===== src/logic/tcp_pkg.sv =====
// Shared constants for the 16-bit timer, counter and PWM unit.
// Assumes an APB slave with 32-bit data and byte addresses.
package tcp_pkg;
   // Register byte offsets
   localparam logic [7:0] TCP_ADDR_CTRL     = 8'h00;
   localparam logic [7:0] TCP_ADDR_PERIOD   = 8'h04;
   localparam logic [7:0] TCP_ADDR_COMPARE  = 8'h08;
   localparam logic [7:0] TCP_ADDR_DEADBAND = 8'h0C;
   localparam logic [7:0] TCP_ADDR_COUNT    = 8'h10;
   localparam logic [7:0] TCP_ADDR_CAPTURE  = 8'h14;
   localparam logic [7:0] TCP_ADDR_STATUS   = 8'h18;
   localparam logic [7:0] TCP_ADDR_CMD      = 8'h1C;

   // Control register fields
   localparam int TCP_CTRL_MODE_LSB = 0;
   localparam int TCP_CTRL_REL_LSB  = 2;
   localparam int TCP_CTRL_SEL_LSB  = 5;
   localparam int TCP_CTRL_CPL_BIT  = 7;
   localparam int TCP_CTRL_CAP_BIT  = 8;
   localparam int TCP_CTRL_WIDTH    = 9;

   // Status register fields
   localparam int TCP_STAT_RUN_BIT  = 0;
   localparam int TCP_STAT_CAP_BIT  = 1;
   localparam int TCP_STAT_KILL_BIT = 2;
   localparam int TCP_STAT_EN_BIT   = 3;

   // Command register fields
   localparam int TCP_CMD_START_BIT = 0;
   localparam int TCP_CMD_STOP_BIT  = 1;

   // Reset values
   localparam logic [15:0] TCP_PERIOD_RST   = 16'hFFFF;
   localparam logic [15:0] TCP_COMPARE_RST  = 16'h8000;
   localparam logic [7:0]  TCP_DEADBAND_RST = 8'h00;
   localparam logic [8:0]  TCP_CTRL_RST     = 9'h000;

   // Run modes
   typedef enum logic [1:0] {
      TCP_MODE_FREE   = 2'h0,
      TCP_MODE_ONE    = 2'h1,
      TCP_MODE_GATED  = 2'h2,
      TCP_MODE_RSVD   = 2'h3
   } tcp_mode_t;

   // Compare relations
   typedef enum logic [2:0] {
      TCP_REL_LT  = 3'h0,
      TCP_REL_LTE = 3'h1,
      TCP_REL_EQ  = 3'h2,
      TCP_REL_GTE = 3'h3,
      TCP_REL_GT  = 3'h4
   } tcp_rel_t;
endpackage : tcp_pkg


===== src/logic/tcp_deadband.sv =====
// Deadband generator for true and complementary PWM outputs.
// Assumes raw PWM and kill on the same clock.
`timescale 1ns/100ps
module tcp_deadband #(
   parameter int DB_W = 8
) (
   input  wire logic            clk,
   input  wire logic            rst,
   input  wire logic            raw,
   input  wire logic            kill,
   input  wire logic            cpl_en,
   input  wire logic [DB_W-1:0] dead,
   output logic                 out_p,
   output logic                 out_n
);
   logic            raw_q;
   logic [DB_W-1:0] gap;
   logic            settled;

   // Edge cycle counts as the first gap cycle, so the delay is exactly dead
   assign settled = (raw != raw_q) ? (dead == '0) : (gap == '0);

   // Gap counter restarts on each raw edge
   always_ff @(posedge clk) begin
      if (rst) begin
         raw_q <= 1'b0;
         gap   <= '0;
      end else begin
         raw_q <= raw;
         if (raw != raw_q) begin
            gap <= (dead == '0) ? '0 : dead - 1'b1;
         end else if (gap != '0) begin
            gap <= gap - 1'b1;
         end
      end
   end

   // Outputs rise only after the gap; kill forces inactive
   always_ff @(posedge clk) begin
      if (rst) begin
         out_p <= 1'b0;
         out_n <= 1'b0;
      end else if (kill) begin
         out_p <= 1'b0;
         out_n <= 1'b0;
      end else begin
         out_p <= raw & settled;
         out_n <= cpl_en & ~raw & settled;
      end
   end
endmodule : tcp_deadband


===== src/logic/tcp_sync.sv =====
// Three-stage synchroniser for a routed input with edge pulse.
// Assumes the input may change at any time relative to clk.
`timescale 1ns/100ps
module tcp_sync (
   input  wire logic clk,
   input  wire logic rst,
   input  wire logic din,
   output logic      level,
   output logic      rise
);
   logic s1;
   logic s2;
   logic s3;

   // Shift chain, first stage read only by the second
   always_ff @(posedge clk) begin
      if (rst) begin
         s1 <= 1'b0;
         s2 <= 1'b0;
         s3 <= 1'b0;
      end else begin
         s1 <= din;
         s2 <= s1;
         s3 <= s2;
      end
   end

   // Level follows once stages two and three agree
   always_ff @(posedge clk) begin
      if (rst) begin
         level <= 1'b0;
         rise  <= 1'b0;
      end else begin
         rise <= 1'b0;
         if (s2 == s3) begin
            level <= s3;
            rise  <= s3 & ~level;   // One cycle per event
         end
      end
   end
endmodule : tcp_sync


===== src/logic/tcp_timer.sv =====
// Top of the 16-bit down-counting timer, counter and PWM unit.
// Assumes an APB master and src_tick on clk, and the other routed inputs from any clock domain.
//
// Local design decisions: the register offsets and the APB register port.
`timescale 1ns/100ps

module tcp_timer
   import tcp_pkg::*;
#(
   parameter int CNT_W = 16,
   parameter int DB_W  = 8,
   parameter int N_SRC = 4
) (
   input  wire logic             clk,
   input  wire logic             rst,
   input  wire logic             psel,
   input  wire logic             penable,
   input  wire logic             pwrite,
   input  wire logic [7:0]       paddr,
   input  wire logic [31:0]      pwdata,
   output logic      [31:0]      prdata,
   output logic                  pready,
   output logic                  pslverr,
   input  wire logic [N_SRC-1:0] src_tick,
   input  wire logic             reset_in,
   input  wire logic             capture_in,
   input  wire logic             enable_in,
   input  wire logic             kill_in,
   output logic                  cmp_out,
   output logic                  cmp_n_out,
   output logic                  tc_out
);
   logic [TCP_CTRL_WIDTH-1:0] ctrl;
   logic [CNT_W-1:0]          period;
   logic [CNT_W-1:0]          compare;
   logic [DB_W-1:0]           deadband;
   logic [CNT_W-1:0]          count;
   logic [CNT_W-1:0]          capture;
   logic                      running;
   logic                      cap_full;
   logic                      rst_lvl;
   logic                      rst_evt;
   logic                      cap_lvl;
   logic                      cap_evt;
   logic                      en_lvl;
   logic                      kill_lvl;
   logic                      wr_en;
   logic                      rd_en;
   logic                      start_cmd;
   logic                      stop_cmd;
   logic                      tick;
   logic                      step;
   logic                      at_zero;
   logic                      pwm_raw;
   logic                      mapped;
   tcp_mode_t                 mode;
   tcp_rel_t                  rel;
   logic [1:0]                src_sel;

   // Compare relation between count and compare value
   function automatic logic rel_true(input tcp_rel_t r, input logic [CNT_W-1:0] a,
                                     input logic [CNT_W-1:0] b);
      logic res;
      res = 1'b0;
      unique case (r)
         TCP_REL_LT:  res = (a <  b);
         TCP_REL_LTE: res = (a <= b);
         TCP_REL_EQ:  res = (a == b);
         TCP_REL_GTE: res = (a >= b);
         TCP_REL_GT:  res = (a >  b);
         default:     res = 1'b0;
      endcase
      return res;
   endfunction : rel_true

   // Address decode for the register map
   function automatic logic addr_ok(input logic [7:0] a);
      return (a == TCP_ADDR_CTRL)    || (a == TCP_ADDR_PERIOD)  ||
             (a == TCP_ADDR_COMPARE) || (a == TCP_ADDR_DEADBAND) ||
             (a == TCP_ADDR_COUNT)   || (a == TCP_ADDR_CAPTURE) ||
             (a == TCP_ADDR_STATUS)  || (a == TCP_ADDR_CMD);
   endfunction : addr_ok

   // Routed inputs other than src_tick through three-stage synchronisers
   tcp_sync u_sync_rst (
      .clk   (clk),
      .rst   (rst),
      .din   (reset_in),
      .level (rst_lvl),
      .rise  (rst_evt)
   );
   tcp_sync u_sync_cap (
      .clk   (clk),
      .rst   (rst),
      .din   (capture_in),
      .level (cap_lvl),
      .rise  (cap_evt)
   );
   tcp_sync u_sync_en (
      .clk   (clk),
      .rst   (rst),
      .din   (enable_in),
      .level (en_lvl),
      .rise  ()
   );
   tcp_sync u_sync_kill (
      .clk   (clk),
      .rst   (rst),
      .din   (kill_in),
      .level (kill_lvl),
      .rise  ()
   );

   // Control field extraction
   assign mode    = tcp_mode_t'(ctrl[TCP_CTRL_MODE_LSB +: 2]);
   assign rel     = tcp_rel_t'(ctrl[TCP_CTRL_REL_LSB +: 3]);
   assign src_sel = ctrl[TCP_CTRL_SEL_LSB +: 2];

   // APB strobes; slave always ready in the access phase
   assign pready  = 1'b1;
   assign mapped  = addr_ok(paddr);
   assign pslverr = psel & penable & ~mapped;
   assign wr_en   = psel & penable & pwrite & mapped;
   assign rd_en   = psel & penable & ~pwrite & mapped;
   assign start_cmd = wr_en & (paddr == TCP_ADDR_CMD) & pwdata[TCP_CMD_START_BIT];
   assign stop_cmd  = wr_en & (paddr == TCP_ADDR_CMD) & pwdata[TCP_CMD_STOP_BIT];

   // Writable configuration registers
   always_ff @(posedge clk) begin
      if (rst) begin
         ctrl     <= TCP_CTRL_RST;
         period   <= TCP_PERIOD_RST;
         compare  <= TCP_COMPARE_RST;
         deadband <= TCP_DEADBAND_RST;
      end else if (wr_en) begin
         unique case (paddr)
            TCP_ADDR_CTRL:     ctrl     <= pwdata[TCP_CTRL_WIDTH-1:0];
            TCP_ADDR_PERIOD:   period   <= pwdata[CNT_W-1:0];
            TCP_ADDR_COMPARE:  compare  <= pwdata[CNT_W-1:0];
            TCP_ADDR_DEADBAND: deadband <= pwdata[DB_W-1:0];
            default: ;
         endcase
      end
   end

   // Count tick source selection, zero picks every clock
   assign tick = (src_sel == 2'h0) ? 1'b1 : src_tick[src_sel];

   // Step qualifies tick by run state and gating mode
   assign at_zero = (count == '0);
   assign step = running & tick &
                 ((mode != TCP_MODE_GATED) | en_lvl);

   // Down counter with period reload
   always_ff @(posedge clk) begin
      if (rst) begin
         count <= TCP_PERIOD_RST;
      end else if (start_cmd || rst_evt) begin
         count <= period;
      end else if (step) begin
         if (at_zero) begin
            count <= period;
         end else begin
            count <= count - 1'b1;
         end
      end
   end

   // Run state; one-shot halts at terminal count
   always_ff @(posedge clk) begin
      if (rst) begin
         running <= 1'b0;
      end else if (start_cmd || rst_evt) begin
         running <= 1'b1;
      end else if (stop_cmd) begin
         running <= 1'b0;
      end else if (step && at_zero && mode == TCP_MODE_ONE) begin
         running <= 1'b0;
      end
   end

   // Terminal-count pulse, one clock per reach of zero
   always_ff @(posedge clk) begin
      if (rst) begin
         tc_out <= 1'b0;
      end else begin
         tc_out <= step & at_zero;
      end
   end

   // Capture register, full width, only in capture mode
   always_ff @(posedge clk) begin
      if (rst) begin
         capture <= '0;
      end else if (cap_evt && ctrl[TCP_CTRL_CAP_BIT]) begin
         capture <= count;
      end
   end

   // Capture-full flag; new capture wins over read clear
   always_ff @(posedge clk) begin
      if (rst) begin
         cap_full <= 1'b0;
      end else if (cap_evt && ctrl[TCP_CTRL_CAP_BIT]) begin
         cap_full <= 1'b1;
      end else if (rd_en && paddr == TCP_ADDR_CAPTURE) begin
         cap_full <= 1'b0;
      end
   end

   // Comparator feeding the deadband stage
   assign pwm_raw = running & rel_true(rel, count, compare);

   tcp_deadband #(
      .DB_W (DB_W)
   ) u_deadband (
      .clk    (clk),
      .rst    (rst),
      .raw    (pwm_raw),
      .kill   (kill_lvl),
      .cpl_en (ctrl[TCP_CTRL_CPL_BIT]),
      .dead   (deadband),
      .out_p  (cmp_out),
      .out_n  (cmp_n_out)
   );

   // Read data mux, registered in the setup phase
   always_ff @(posedge clk) begin
      if (rst) begin
         prdata <= '0;
      end else if (psel && !penable && !pwrite) begin
         prdata <= '0;
         unique case (paddr)
            TCP_ADDR_CTRL:     prdata[TCP_CTRL_WIDTH-1:0] <= ctrl;
            TCP_ADDR_PERIOD:   prdata[CNT_W-1:0] <= period;
            TCP_ADDR_COMPARE:  prdata[CNT_W-1:0] <= compare;
            TCP_ADDR_DEADBAND: prdata[DB_W-1:0]  <= deadband;
            TCP_ADDR_COUNT:    prdata[CNT_W-1:0] <= count;
            TCP_ADDR_CAPTURE:  prdata[CNT_W-1:0] <= capture;
            TCP_ADDR_STATUS: begin
               prdata[TCP_STAT_RUN_BIT]  <= running;
               prdata[TCP_STAT_CAP_BIT]  <= cap_full;
               prdata[TCP_STAT_KILL_BIT] <= kill_lvl;
               prdata[TCP_STAT_EN_BIT]   <= en_lvl;
            end
            default: ;
         endcase
      end
   end
endmodule : tcp_timer


===== config.mk =====
export PLATFORM = sky130hd
export DESIGN_NAME = tcp_timer
export DESIGN_NICKNAME = d
export VERILOG_FILES = /design/src/logic/tcp_pkg.sv /design/src/logic/tcp_deadband.sv /design/src/logic/tcp_sync.sv /design/src/logic/tcp_timer.sv
export SDC_FILE = /design/constraint.sdc
export NUM_CORES = 1
export LEC_CHECK = 0
export ABC_AREA = 0
export BUFFER_PORTS_ARGS = -buffer_cell sky130_fd_sc_hd__buf_2
export CAP_MARGIN = 20
export CELL_PAD_IN_SITES_DETAIL_PLACEMENT = 1
export CELL_PAD_IN_SITES_GLOBAL_PLACEMENT = 2
export CORE_MARGIN = 3
export CORE_UTILIZATION = 37
export DETAILED_ROUTE_END_ITERATION = 6
export GPL_ROUTABILITY_DRIVEN = 0
export HOLD_SLACK_MARGIN = 0.12
export PLACE_DENSITY = 0.91
export SLEW_MARGIN = 15
export SYNTH_ARGS = -nofsm -noshare
export SYNTH_HDL_FRONTEND = slang
export SYNTH_SLANG_ARGS = --single-unit

===== constraint.sdc =====
create_clock -name clk -period 4.71 [get_ports clk]
set_input_delay 0.471 -clock clk [delete_from_list [all_inputs] [get_ports clk]]
set_output_delay 0.471 -clock clk [all_outputs]
set_load 0.02 [all_outputs]

==> results of run 1 <==
==> Yosys cell counts, types with 6 or more instances <==
master / number
a211o_1: 18
a21oi_1: 82
a222oi_1: 11
a22oi_1: 6
a31oi_1: 7
buf_2: 10
buf_4: 18
clkbuf_1: 31
dfxtp_1: 129
ha_1: 20
inv_1: 31
mux2_2: 15
mux2i_1: 27
nand2_1: 103
nand2b_1: 11
nand3_1: 8
nor2_1: 76
nor2b_1: 30
nor3_1: 14
nor4_1: 8
o21ai_0: 23
o22ai_1: 12
o41ai_1: 6
or3_1: 8
or4_1: 6
xnor2_1: 6
==> worst paths after layout <==
kind	to	slack, ps	cells after the start
setup / recovery	u_deadband.gap[5]	1450	9
hold / removal	u_sync_en.s1	260	2
setup reg to reg	u_deadband.gap[5]	1450	9
hold reg to reg	u_sync_rst.s2	430	1
==> where the power goes <==
| group | total [uW] | leakage [uW] | internal (uW) | switching, uW |
|---|---|---|---|---|
| clock | 1340 | 0.000280 | 794 | 550 |
| combinational | 283 | 0.00150 | 119 | 163 |
| sequential | 1150 | 0.00104 | 1120 | 26.7 |
==> cell usage in the layout (no fill, tap or decap), types with 6 or more instances in the layout <==
cell type    n
mux2_2      15
a211o_1     18
a21oi_1     82
ha_1        20
inv_6        6
mux2i_1     27
conb_1      17
buf_2       54
nor4_1       7
o21ai_0     23
a31oi_1      7
o22ai_1     12
nand2b_1    11
xnor2_1      6
a22oi_1      6
inv_1       31
o41ai_1      6
buf_4        8
or4_1        6
nand3_1      8
clkbuf_16   17
nor2b_1     30
nor3_1      14
dfxtp_1    129
a222oi_1    11
nand2_1    103
or3_1        8
nor2_1      75
==> registers in the layout, summed over array words and instances, names as in the netlist, 8 cells and up <==
signal,flops
compare,16
ctrl,9
u_deadband.gap,8
deadband,8
period,16
capture,16
count,16
prdata,16
==> stage by stage <==
stage / std cells / power, uW / setup WS (ps) / util [%]
finish: 1067 / 2777 / 1453 / 43.46
global placement: 1035 / 1446 / 1460 / 40.04
CTS: 1067 / 2807 / 1424 / 43.46
global route: 1067 / 2893 / 1074 / 43.46
floorplan: 811 / 1389 / 1985 / -
detailed placement: 1035 / 1455 / 1347 / 40.04
==> routing by layer <==
layer	routed length, um	vias up	part of all wire [%]	GRT usage, %
met5	0	-	0	0
met4	343	0	1.7	6.833
met1	9483	2886	47	28.90
met3	1074	26	5.4	3.677
li1	-	2871	-	-
met2	9151	173	46	32.16
==> final cells by class <==
class | count | area share (%)
Clock buffer | 17 | 5.620
Clock inverter | 15 | 2.264
Inverter | 31 | 1.537
Multi-Input combinational cell | 588 | 48.38
Sequential cell | 129 | 34.12
Tap cell | 225 | 3.719
Timing Repair Buffer | 62 | 4.364
==> cells by family after synthesis <==
family / synth area share [%]
simple gates: 23.75
buf+inv: 6.547
flops: 39.05
other cells: 0.1136
mux: 6.641
fa+ha+maj: 3.784
xor+xnor: 1.192
compound gates: 18.92
==> critical path: stages (launching register included) <==
cell and delay [ps]:
dfxtp_1 530, ha_1 330, a21oi_1 130, o21ai_0 110, nor4_1 600, and3_4 360, o211ai_1 150, o311ai_4 470
nor2_4 120, o41ai_1 350
==> results.txt, run 1 <==
The final routed wire length divided by cell count is 18.79 um. The HPWL after detailed placement is between 10000 and 15000 um. Of the synthesized area, sequential elements account for 39.05%. Summed over all layers, the global routing overflow is 0. In this run the worst hold path is classified as in2reg. The portion of synthesized cell area occupied by the leading cell type is 39.05%.

The maximum buffer depth of the clock tree came out at 2. From synthesis to final layout, the design area changed by 14.47%. The wire length of the first global-routing pass came out at 32220 um.

The number of hold buffers added after cts came out at 0. In this run, the number of DRC markers left after iteration 0 of detailed routing was 537. The setup skew after layout is slightly below 9 ps.

The routed via count is 5956. Wires add up to 20050 um. The kind of end point of the critical path is a flop. The critical hold path startpoint is enable_in. Once the clock tree was built, the setup fixing pass inserted 0 buffers. The finished layout cell area came out at 7570 um^2. The post-route antenna net violation count came out at 0. The clock edge transition at the registers on the reported setup and hold paths is 60 ps. Post-CTS repair changed the size of 0 cells. For this configuration, the core starts out at a cell density of 37.97%. The maximum vdd drop is between 200 and 300 uV.

The critical path class is reg2reg. Entering global routing, the biggest net connects 100 pins. The start point of the critical path is count[13]. The final reports fail on DRC. The overall die area is 19510 um^2. In this run the critical register-to-register path is launched from count[13].

In this run the core area contains 48 standard-cell rows. The number of remaining DRC errors came out at 5. The flow ran to the end, but the final reports show violations.

The number of nets in the final layout came out at approximately 900. The count of buffers added on input and output ports is 55. The number of maximum-capacitance constraint violations came out at 0. Of the available clock period, the critical path in the final layout requires 69.15%. The fraction of layout cells with a size suffix above 1 came out at between 10% and 20%. In the post-synthesis netlist, the biggest area contributors are dfxtp_1 39%, a21oi_1 6.2%, nand2_1 5.8%, nor2_1 4.3%, mux2i_1 4.1%. Setup repair after global routing left no endpoint under its margin. The remaining max-slew budget at the tightest pin came out at between 20 and 30%. The ratio of routed vias to standard cells is ~5.6. The number of slew-limit violations in the final report was 0. The share of async-settable or async-resettable flops after synthesis is 0%. For this run, the leading register cell type out of synthesis is dfxtp_1. The area used by multi-input combinational logic is 3662 um^2. The total of warnings raised by yosys is 0. Each instance of the synthesized netlist takes up on average ~8.3 um^2. For the pin with the worst max-slew slack, the measured transition is between 1000 and 1500 ps. The number of optimization iterations in the first detailed-route pass is 7. The maximum frequency from static timing analysis came out at ~310 MHz. The area of the mapped netlist is 6613 um^2. The number of levels the H-tree was split into came out at 4. The placeable core region came out at about 17000 um^2. Clock tree synthesis inserted a total of 17 buffers. In this run the worst path has a maximum fanout of 9.

The clock drives ~130 sinks. The required time of the critical path came out at 5030 ps. The root cell of the clock tree is clkbuf_16. The final-report setup violation count is 0. The antenna cell count is 0. The die width came out at 139.7 um. The final total negative setup slack is 0 ps.

The worst hold margin is 258.7 ps. Synthesis handed over a netlist of 796 instances. dfxtp_1 takes more of the synthesized area than any other cell. The post-synthesis sequential element count came out at 129.

The number of inserted filler cells in the final layout came out at 2091. Global routing consumed, over all layers together, 20.63% of the routing resources. The insertion delay of the later-clocked pin in the worst-skew pair is ~420 ps. The number of antenna violations at the first check in global routing came out at 0. The total leakage power came out at 0.002825 uW. The number of ports placed on the die boundary came out at 90. Dividing total power by cell area gives a power density of 366.8 nW/um^2. The sequential cell area is 2582 um^2. The number of global-route vias before repair came out at 5884. The total placed instance area came out at 6973 um^2.

Counting flops with a built-in enable in the synthesized netlist gives 0. TritonCTS built the clock tree. At the worst endpoint, the arrival time is 3570 ps. The distinct cell type count after synthesis came out at 65.

The die outline height came out at between 100 and 150 um. The shortest period the worst path allows came out at 3257 ps. The type of origin of the critical path is a flop. The number of hold violations in the final report came out at 0.
Note: power is estimated with default switching activity, not from simulation.
==> inputs of run 2 (changes only) <==
--- a/config.mk
+++ b/config.mk
@@ -5,17 +5,17 @@
 export SDC_FILE = /design/constraint.sdc
 export NUM_CORES = 1
 export LEC_CHECK = 0
-export ABC_AREA = 0
+export ABC_AREA = 1
 export BUFFER_PORTS_ARGS = -buffer_cell sky130_fd_sc_hd__buf_2
 export CAP_MARGIN = 20
 export CELL_PAD_IN_SITES_DETAIL_PLACEMENT = 1
 export CELL_PAD_IN_SITES_GLOBAL_PLACEMENT = 2
 export CORE_MARGIN = 3
-export CORE_UTILIZATION = 37
+export CORE_UTILIZATION = 32
 export DETAILED_ROUTE_END_ITERATION = 6
 export GPL_ROUTABILITY_DRIVEN = 0
 export HOLD_SLACK_MARGIN = 0.12
-export PLACE_DENSITY = 0.91
+export PLACE_DENSITY = 0.85
 export SLEW_MARGIN = 15
 export SYNTH_ARGS = -nofsm -noshare
 export SYNTH_HDL_FRONTEND = slang
==> constraint.sdc (replaced) <==
create_clock -name clk -period 3.2 [get_ports clk]
set_input_delay 0.32 -clock clk [delete_from_list [all_inputs] [get_ports clk]]
set_output_delay 0.32 -clock clk [all_outputs]
set_load 0.02 [all_outputs]
==> run 2 against run 1 <==
Compared with the run above:
- the run now ends clean
- via count up 9.6%
- flip-flop and latch count unchanged
- routed wire length grew 12%
- synthesized cell count grew 24%
- sequential power up 48%
- critical path depth grew 8
- global-route usage down 1.5 points
- clock power rose by 46%
- sequential share of layout area down 1.7 points
- worst setup slack lost 770 ps
- combinational power grew 57%
- power grew 48%
==> results.txt, run 2 <==
The run finished with clean final reports. The arrival time reported for the critical path endpoint came to 2830 ps (-740 ps). The final routed wire length divided by cell count is 17.00 um (-9.6%). The portion of synthesized cell area occupied by the leading cell type was 37.55% (-1.5 points). By instance count, the leading cell after synthesis is nand2_1. The final instance count without filler cells came to 1322 (+24%). The proportion of synthesized chip area in sequential cells is 37.55% (-1.5 points). Summed over all instances, the cell type with the most area after synthesis is dfxtp_1. The area of the mapped netlist came to 6877 um^2 (+4.0%). The maximum buffer depth of the clock tree came out at 2 (unchanged). The finished layout cell area is 7971 um^2 (+5.3%). In this run the most critical hold path is launched from pwdata[9].

The wire length of the first global-routing pass was 35750 um (+11%). The final setup slack of the worst path is 681.2 ps (-771.9 ps). For hold timing, the worst endpoint is period[9].

The number of slew-limit violations in the final report is 0 (unchanged). The wire length after detailed routing came out at 22470 um (+12%). The die width came out at 152.6 um (+9.2%). The number of hold violations in the final report was 0 (unchanged). The final-report setup violation count was 0 (unchanged). The final worst-path cycle share came to 78.71% (+9.6 points). The total leakage power came to 0.003742 uW (+32%). The antenna cell count is 0 (unchanged). The pre-CTS worst setup slack is 505.7 ps (-841.0 ps). The distinct cell type count after synthesis is 44 (-32%).

The maximum vdd drop came out at 281.7 uV (+9.4%). The sink count of the clock tree is 129 (unchanged). The synthesized netlist cell count came out at 989 (+24%). The total of warnings raised by yosys was 0 (unchanged). The tree is rooted in a clkbuf_16. The routed via count is 6530 (+9.6%). The synthesized area divided by synthesized cell count came out at 6.953 um^2 (-16%). The number of levels the H-tree was split into was 4 (unchanged). The transition at the pin with the smallest max-transition slack came to 1014 ps (-43.98 ps).

The cell count after placement came out at 1285 (+24%). The clock buffer count from CTS is 17 (unchanged). The cell depth of the worst flop-to-flop path is 17 (+8). Setup repair after global routing left no endpoint under its margin. The growth of design area from synthesis to finish is 15.92%. The leading cell type in the layout, fill and taps excluded is nand2_1. The insertion delay of the later-clocked pin in the worst-skew pair is 420 ps (about the same). The shortest period the worst path allows is 2519 ps (-738.1 ps). The global routing usage summed across all routing layers is 19.16% (-1.5 points). The placeable core region came to 20690 um^2 (+19%).

The ratio of routed vias to standard cells is 4.939 (-12%). The number of remaining DRC errors is 0 (-5). The worst setup path is captured at a flop.

The quantity of gates resized following cts was 0 (unchanged). The final total negative setup slack is 0 ps (unchanged). The post-route antenna net violation count was 0 (unchanged).

The total overflow reported by the global router is 0 (unchanged). The maximum frequency from static timing analysis came out at 397.0 MHz (+29%). The worst setup path is launched from a flop.

The post-CTS setup buffer count is 0 (unchanged). The number of hold buffers added after cts came out at 5 (+5). In this run the critical register-to-register path is launched from count[11]. The share of async-settable or async-resettable flops after synthesis is 0% (unchanged). The number of ports placed on the die boundary came to 90 (unchanged). The top cell types in the final layout, fill and taps aside, are 214 x nand2_1, 130 x inv_1, 129 x dfxtp_1, 86 x o21ai_0, 85 x a21oi_1.

The peak fanout along the critical path is 10 (+1). The slack of the worst reg-to-reg path is 680 ps (-770 ps). TritonCTS built the clock tree. The row count is 52 (+8.3%).

The total power per unit cell area came to 514.4 nW/um^2 (+40%). The maximum number of pins on one net before global-route repair was 53 (-47%). Counting instances in the post-synthesis netlist gives the leading cell types as 214 x nand2_1, 131 x inv_1, 129 x dfxtp_1. The post-synthesis sequential element count came to 129 (unchanged).

The setup skew after layout is 8.823 ps (-0.02171 ps). The initial core utilization came out at 33.24% (-4.7 points). The largest incremental delay on the critical path is 500 ps (-100 ps).

The number of nets in the final layout came to 1112 (+23%). The worst min-delay path category is in2reg. The number of global-route vias before repair came out at 6605 (+12%). By startpoint and endpoint, the worst setup path is classified as reg2reg.

The endpoint identified for the worst register-to-register timing path is u_deadband.out_n. The number of enable flip-flop cells after synthesis is 0 (unchanged). The HPWL after detailed placement is 15930 um (+14%). The leading register cell type out of synthesis is dfxtp_1. Traced cell by cell, the critical path runs through ha_1 > nand2_1 > nor2_1 > nand2_1 > clkinv_1 > nand2_1 > nand4_1 > nand2_1 > nand2_1 > nand2_1 > inv_2 > nand2_2 > nand3_2 > nand2_2 > nand2_1 > o21ai_1 > nor2_1.

The clock edge transition at the registers on the reported setup and hold paths came out at 60 ps (about the same). The die outline height came out at 152.6 um (+9.2%). The number of antenna violations at the first check in global routing is 0 (unchanged).

By area the synthesized netlist is led by dfxtp_1 38%, nand2_1 12%, inv_1 7.2%, o21ai_0 6.3%, a21oi_1 6.2%. On the critical path, the stage with the largest delay is an instance of dfxtp_1. The cell depth of the worst min-delay path came out at 3 (+1). The number of optimization iterations in the first detailed-route pass is 5 (-2).

The required time of the critical path came out at 3510 ps (-1520 ps). The overall die area came out at 23280 um^2 (+19%). Counting stages on the worst path, the most repeated cell is nand2_1. The number of buffer cells added on primary ports was 55 (unchanged).

The total placed instance area came out at 7336 um^2 (+5.2%). The number of maximum-capacitance constraint violations was 0 (unchanged). The fraction of layout cells with a size suffix above 1 is 14.16% (-1.3 points). The count of routing violations after the opening detailed-route iteration is 368 (-31%).

The remaining max-slew budget at the tightest pin came out at 32.33% (+3.2 points).
## run 2: cell types whose count changed after synthesis, sizes merged, moves of 26 or more
cell / delta
nand2: +135
inv: +113
o21ai: +71
nor2b: -30
nand3: +29
mux2i: -26
## run 2: worst max path at each step
stage	to	cells past startpoint	slack, ps	startpoint
4_1_cts	u_deadband.out_n	16	670	count[14]
2_1_floorplan	u_deadband.out_n	17	1210	count[11]
3_5_place_dp	compare[7]	10	510	paddr[5]
5_1_grt	u_deadband.out_p	16	300	count[14]
6_report	u_deadband.out_n	17	680	count[11]
3_3_place_gp	compare[9]	10	560	paddr[5]
## run 2: stage by stage
step	power [uW]	hold slack [ps]	util, %
global route	4286	153.7	38.53
global placement	2163	389.1	35.46
finish	4101	137.5	38.53
floorplan	2071	388.3	-
detailed placement	2175	399.7	35.46
CTS	4148	126.7	38.53
## run 2: cells by family after synthesis
| group | Yosys count | share of synthesized area (%) |
|---|---|---|
| xor+xnor | 17 | 2.165 |
| compound gates | 246 | 20.01 |
| mux | 1 | 0.1456 |
| fa+ha+maj | 20 | 3.639 |
| flops | 129 | 37.55 |
| other cells | 2 | 0.1092 |
| simple gates | 369 | 23.45 |
| buf+inv | 205 | 12.92 |
## run 2: per-layer routing
layer  vias to the layer above  global-route usage, %  share of wire (%)
li1                       3275                      -                  -
met1                      3120                  26.42                 48
met2                       122                  31.59                 47
met3                        13                  3.011                3.9
met4                         0                  4.540                1.1
met5                         -                      0                  0
## run 2: worst max-delay path: cells and delay by family (launching register included)
family | cells | cell delay, ps
compound gates | 1 | 130
buf+inv | 2 | 150
simple gates | 13 | 1300
flops | 1 | 500
fa+ha+maj | 1 | 310
## run 2: final cells by class
class / count / area (um^2)
fill: 2635 / 12720
clock inverter: 14 / 156.4
clock buffer: 18 / 429.2
tap: 270 / 337.8
multi-input combinational: 670 / 3470
inverter: 149 / 568.0
timing repair buffer: 72 / 427.9
sequential: 129 / 2582
## run 2: report_power, final
part | leakage (uW) | total [uW] | internal [uW] | switching, uW
combinational | 0.00243 | 443 | 169 | 275
sequential | 0.00104 | 1700 | 1660 | 39.1
clock | 0.000267 | 1960 | 1160 | 803
==> inputs of run 3 (changes only) <==
--- a/config.mk
+++ b/config.mk
@@ -5,17 +5,17 @@
 export SDC_FILE = /design/constraint.sdc
 export NUM_CORES = 1
 export LEC_CHECK = 0
-export ABC_AREA = 1
+export ABC_AREA = 0
 export BUFFER_PORTS_ARGS = -buffer_cell sky130_fd_sc_hd__buf_2
 export CAP_MARGIN = 20
 export CELL_PAD_IN_SITES_DETAIL_PLACEMENT = 1
 export CELL_PAD_IN_SITES_GLOBAL_PLACEMENT = 2
 export CORE_MARGIN = 3
-export CORE_UTILIZATION = 32
+export CORE_UTILIZATION = 31
 export DETAILED_ROUTE_END_ITERATION = 6
 export GPL_ROUTABILITY_DRIVEN = 0
 export HOLD_SLACK_MARGIN = 0.12
-export PLACE_DENSITY = 0.85
+export PLACE_DENSITY = 0.82
 export SLEW_MARGIN = 15
 export SYNTH_ARGS = -nofsm -noshare
 export SYNTH_HDL_FRONTEND = slang
==> constraint.sdc (replaced) <==
create_clock -name clk -period 2.3 [get_ports clk]
set_input_delay 0.23 -clock clk [delete_from_list [all_inputs] [get_ports clk]]
set_output_delay 0.23 -clock clk [all_outputs]
set_load 0.02 [all_outputs]
==> run 3 against run 2 <==
Compared with the run above:
- the flow now finishes with violations (setup timing)
- clock-buffer cell count did not move
- global-route usage rose by 1.5 points
- critical path depth fell by 6
- routed wire length rose by 7.3%
- hold slack got worse by 5.1 ps
- critical path type unchanged
- largest cell class unchanged
- largest power group unchanged
==> results.txt, run 3 (same netlist as run 1, synthesis figures left out) <==
The total overflow reported by the global router is 0 (unchanged). The cell depth of the worst flop-to-flop path is 11 (-6). The setup skew after layout is 10.26 ps (+1.438 ps). The maximum frequency from static timing analysis was 365.6 MHz (-7.9%). The number of global-route vias before repair came to 6837 (+3.5%).

The library cell used most frequently in the layout, excluding fill and tap cells, is dfxtp_1. The fraction of layout cells with a size suffix above 1 is 32.89% (+19 points). The total leakage power came to 0.003583 uW (-4.2%). The HPWL after detailed placement came out at 16510 um (+3.6%).

The shortest period the worst path allows came out at 2735 ps (+216.6 ps). The final-report setup violation count came to 24 (+24). The insertion delay of the later-clocked pin in the worst-skew pair is 430 ps (about the same). The number of buffers and inverters on the critical path came to 2 (unchanged). The number of hold violations in the final report is 0 (unchanged).

The count of routing violations after the opening detailed-route iteration came out at 420 (+14%). The launching point of the worst reg2reg path is compare[7]. The flow ran to the end, but the final reports show violations. The remaining max-slew budget at the tightest pin came to 47.42% (+15 points). The transition at the pin with the smallest max-transition slack came to 786.8 ps (-227.1 ps). The number of antenna violations at the first check in global routing came to 0 (unchanged).

The initial core utilization came to 32.06% (-1.2 points). The antenna cell count came out at 0 (unchanged). The total placed instance area is 7930 um^2 (+8.1%). The clock buffer count from CTS is 17 (unchanged). The number of remaining DRC errors came out at 0 (unchanged). The worst setup path is captured at a flop. The routed via count is 6580 (+0.77%). The maximum number of pins on one net before global-route repair is 49 (-7.5%). The wire length after detailed routing was 24120 um (+7.3%). The required time of the critical path came to 2620 ps (-890 ps). The number of optimization iterations in the first detailed-route pass came out at 5 (unchanged). The clock edge transition at the registers on the reported setup and hold paths came to 60 ps (about the same).

The CTS tree is yes. Grouping stages by cell kind, the critical path spends the most delay in simple AND/OR/NAND/NOR gates. The number of slew-limit violations in the final report is 0 (unchanged). The cell count after placement is 1177 (-8.4%). The final setup slack of the worst path is -435.4 ps (-1117 ps). The tree is rooted in a clkbuf_16. The ratio of routed vias to standard cells came out at 5.319 (+7.7%).

Traced cell by cell, the critical path runs through inv_2 > ha_4 > nand4_1 > nor4_2 > buf_4 > o21ai_2 > and3_4 > or4b_4 > o311ai_4 > nor2_4 > mux2_4. The number of nets in the final layout is 1027 (-7.6%). The path with the worst hold slack has its endpoint at period[7]. The number of levels the H-tree was split into came out at 4 (unchanged).

The global routing usage summed across all routing layers is 20.67% (+1.5 points). The total power per unit cell area is 620.3 nW/um^2 (+21%). The area growth from synthesis to layout is 38.90%. In this run the worst hold path is classified as in2reg. The maximum vdd drop is 515.2 uV (+83%). The cell with the largest stage delay on the worst path is or4b_4. The row count is 52 (unchanged). By startpoint and endpoint, the worst setup path is classified as reg2reg. The final reports fail on setup timing. The number of maximum-capacitance constraint violations came out at 0 (unchanged).

The worst hold margin is 132.5 ps (-5.054 ps). The endpoint identified for the worst register-to-register timing path is u_deadband.gap[7]. The sink count of the clock tree was 129 (unchanged). The die width is 152.1 um (-0.35%). The peak fanout along the critical path was 6 (-4).

The cell depth of the worst min-delay path is 2 (-1). The final worst-path cycle share is 118.9% (+40 points). The maximum buffer depth of the clock tree came out at 2 (unchanged). The number of ports placed on the die boundary was 90 (unchanged). The placeable core region is 20620 um^2 (-0.31%). The arrival time reported for the critical path endpoint was 3050 ps (+220 ps). Setup repair after global routing could not meet its margin everywhere. The number of buffer cells added on primary ports was 55 (unchanged).

The library cells used most frequently in the layout, excluding fill and tap cells, are 109 x dfxtp_1, 102 x nand2_1, 100 x buf_4, 79 x a21oi_1, 64 x nor2_1. The worst hold path begins at pwdata[7]. The largest incremental delay on the critical path is 500 ps (about the same). The die outline height is 152.1 um (-0.35%).

The final total negative setup slack came to -3752 ps (-3752 ps). The slack of the worst reg-to-reg path was -440 ps (-1120 ps). The final routed wire length divided by cell count is 19.50 um (+15%).

The worst setup path is launched from a flop. The final instance count without filler cells came out at 1237 (-6.4%). The number of inserted filler cells in the final layout came to 2421 (-8.1%). The overall die area came out at 23120 um^2 (-0.71%). The wire length of the first global-routing pass came to 38540 um (+7.8%). The utilization after layout was 44.53% (+6.0 points). The post-route antenna net violation count came to 0 (unchanged). The finished layout cell area came out at 9185 um^2 (+15%).
==> run 3: how the worst max path moves through the flow <==
stage / startpoint / to / slack [ps] / cells past startpoint
after floorplan: compare[4] / u_deadband.gap[7] / -180 / 10
after global placement: compare[13] / u_deadband.gap[7] / -510 / 10
after detailed placement: compare[13] / u_deadband.gap[0] / -630 / 10
after CTS: compare[7] / u_deadband.gap[7] / -390 / 10
after global routing: compare[14] / u_deadband.gap[0] / -540 / 12
final: compare[7] / u_deadband.gap[7] / -440 / 11
==> run 3: cell type report <==
class | count | area (um^2) | share of cell area [%]
multi-input cells | 588 | 4123 | 44.88
well taps | 270 | 337.8 | 3.678
repair buffers | 187 | 1428 | 15.54
inverters | 31 | 116.4 | 1.267
flip-flops and latches | 129 | 2613 | 28.44
clock buffers | 18 | 429.2 | 4.672
clock inverters | 14 | 138.9 | 1.512
==> run 3: per-layer routing <==
metal	track usage, %	wire length [um]	vias up
met5	0	0	-
met4	6.079	433	0
met3	4.181	1137	35
met2	33.26	11300	177
met1	28.15	11240	3252
li1	-	-	3116
==> run 3: through the flow <==
stage / setup WS, ps / total power [uW]
floorplan: -176.5 / 2851
global placement: -512.8 / 3015
detailed placement: -632.4 / 3030
CTS: -391.5 / 5714
global route: -536.2 / 5966
finish: -435.4 / 5698
==> run 3: power breakdown <==
group	internal, uW	switching (uW)	total, uW	leakage [uW]
sequential	2300	52.3	2350	0.00104
clock	1590	1060	2650	0.000284
combinational	326	375	701	0.00226
total	4210	1480	5700	0.00358
==> run 3: repair_timing <==
item,4_1_cts,5_1_grt
buffers inserted,5,6
endpoints found under the setup margin,27,27
gates resized for setup,68,34
cloned,3,0
pin swaps,24,26
hold buffers,18,0
hold endpoints to repair,31,0
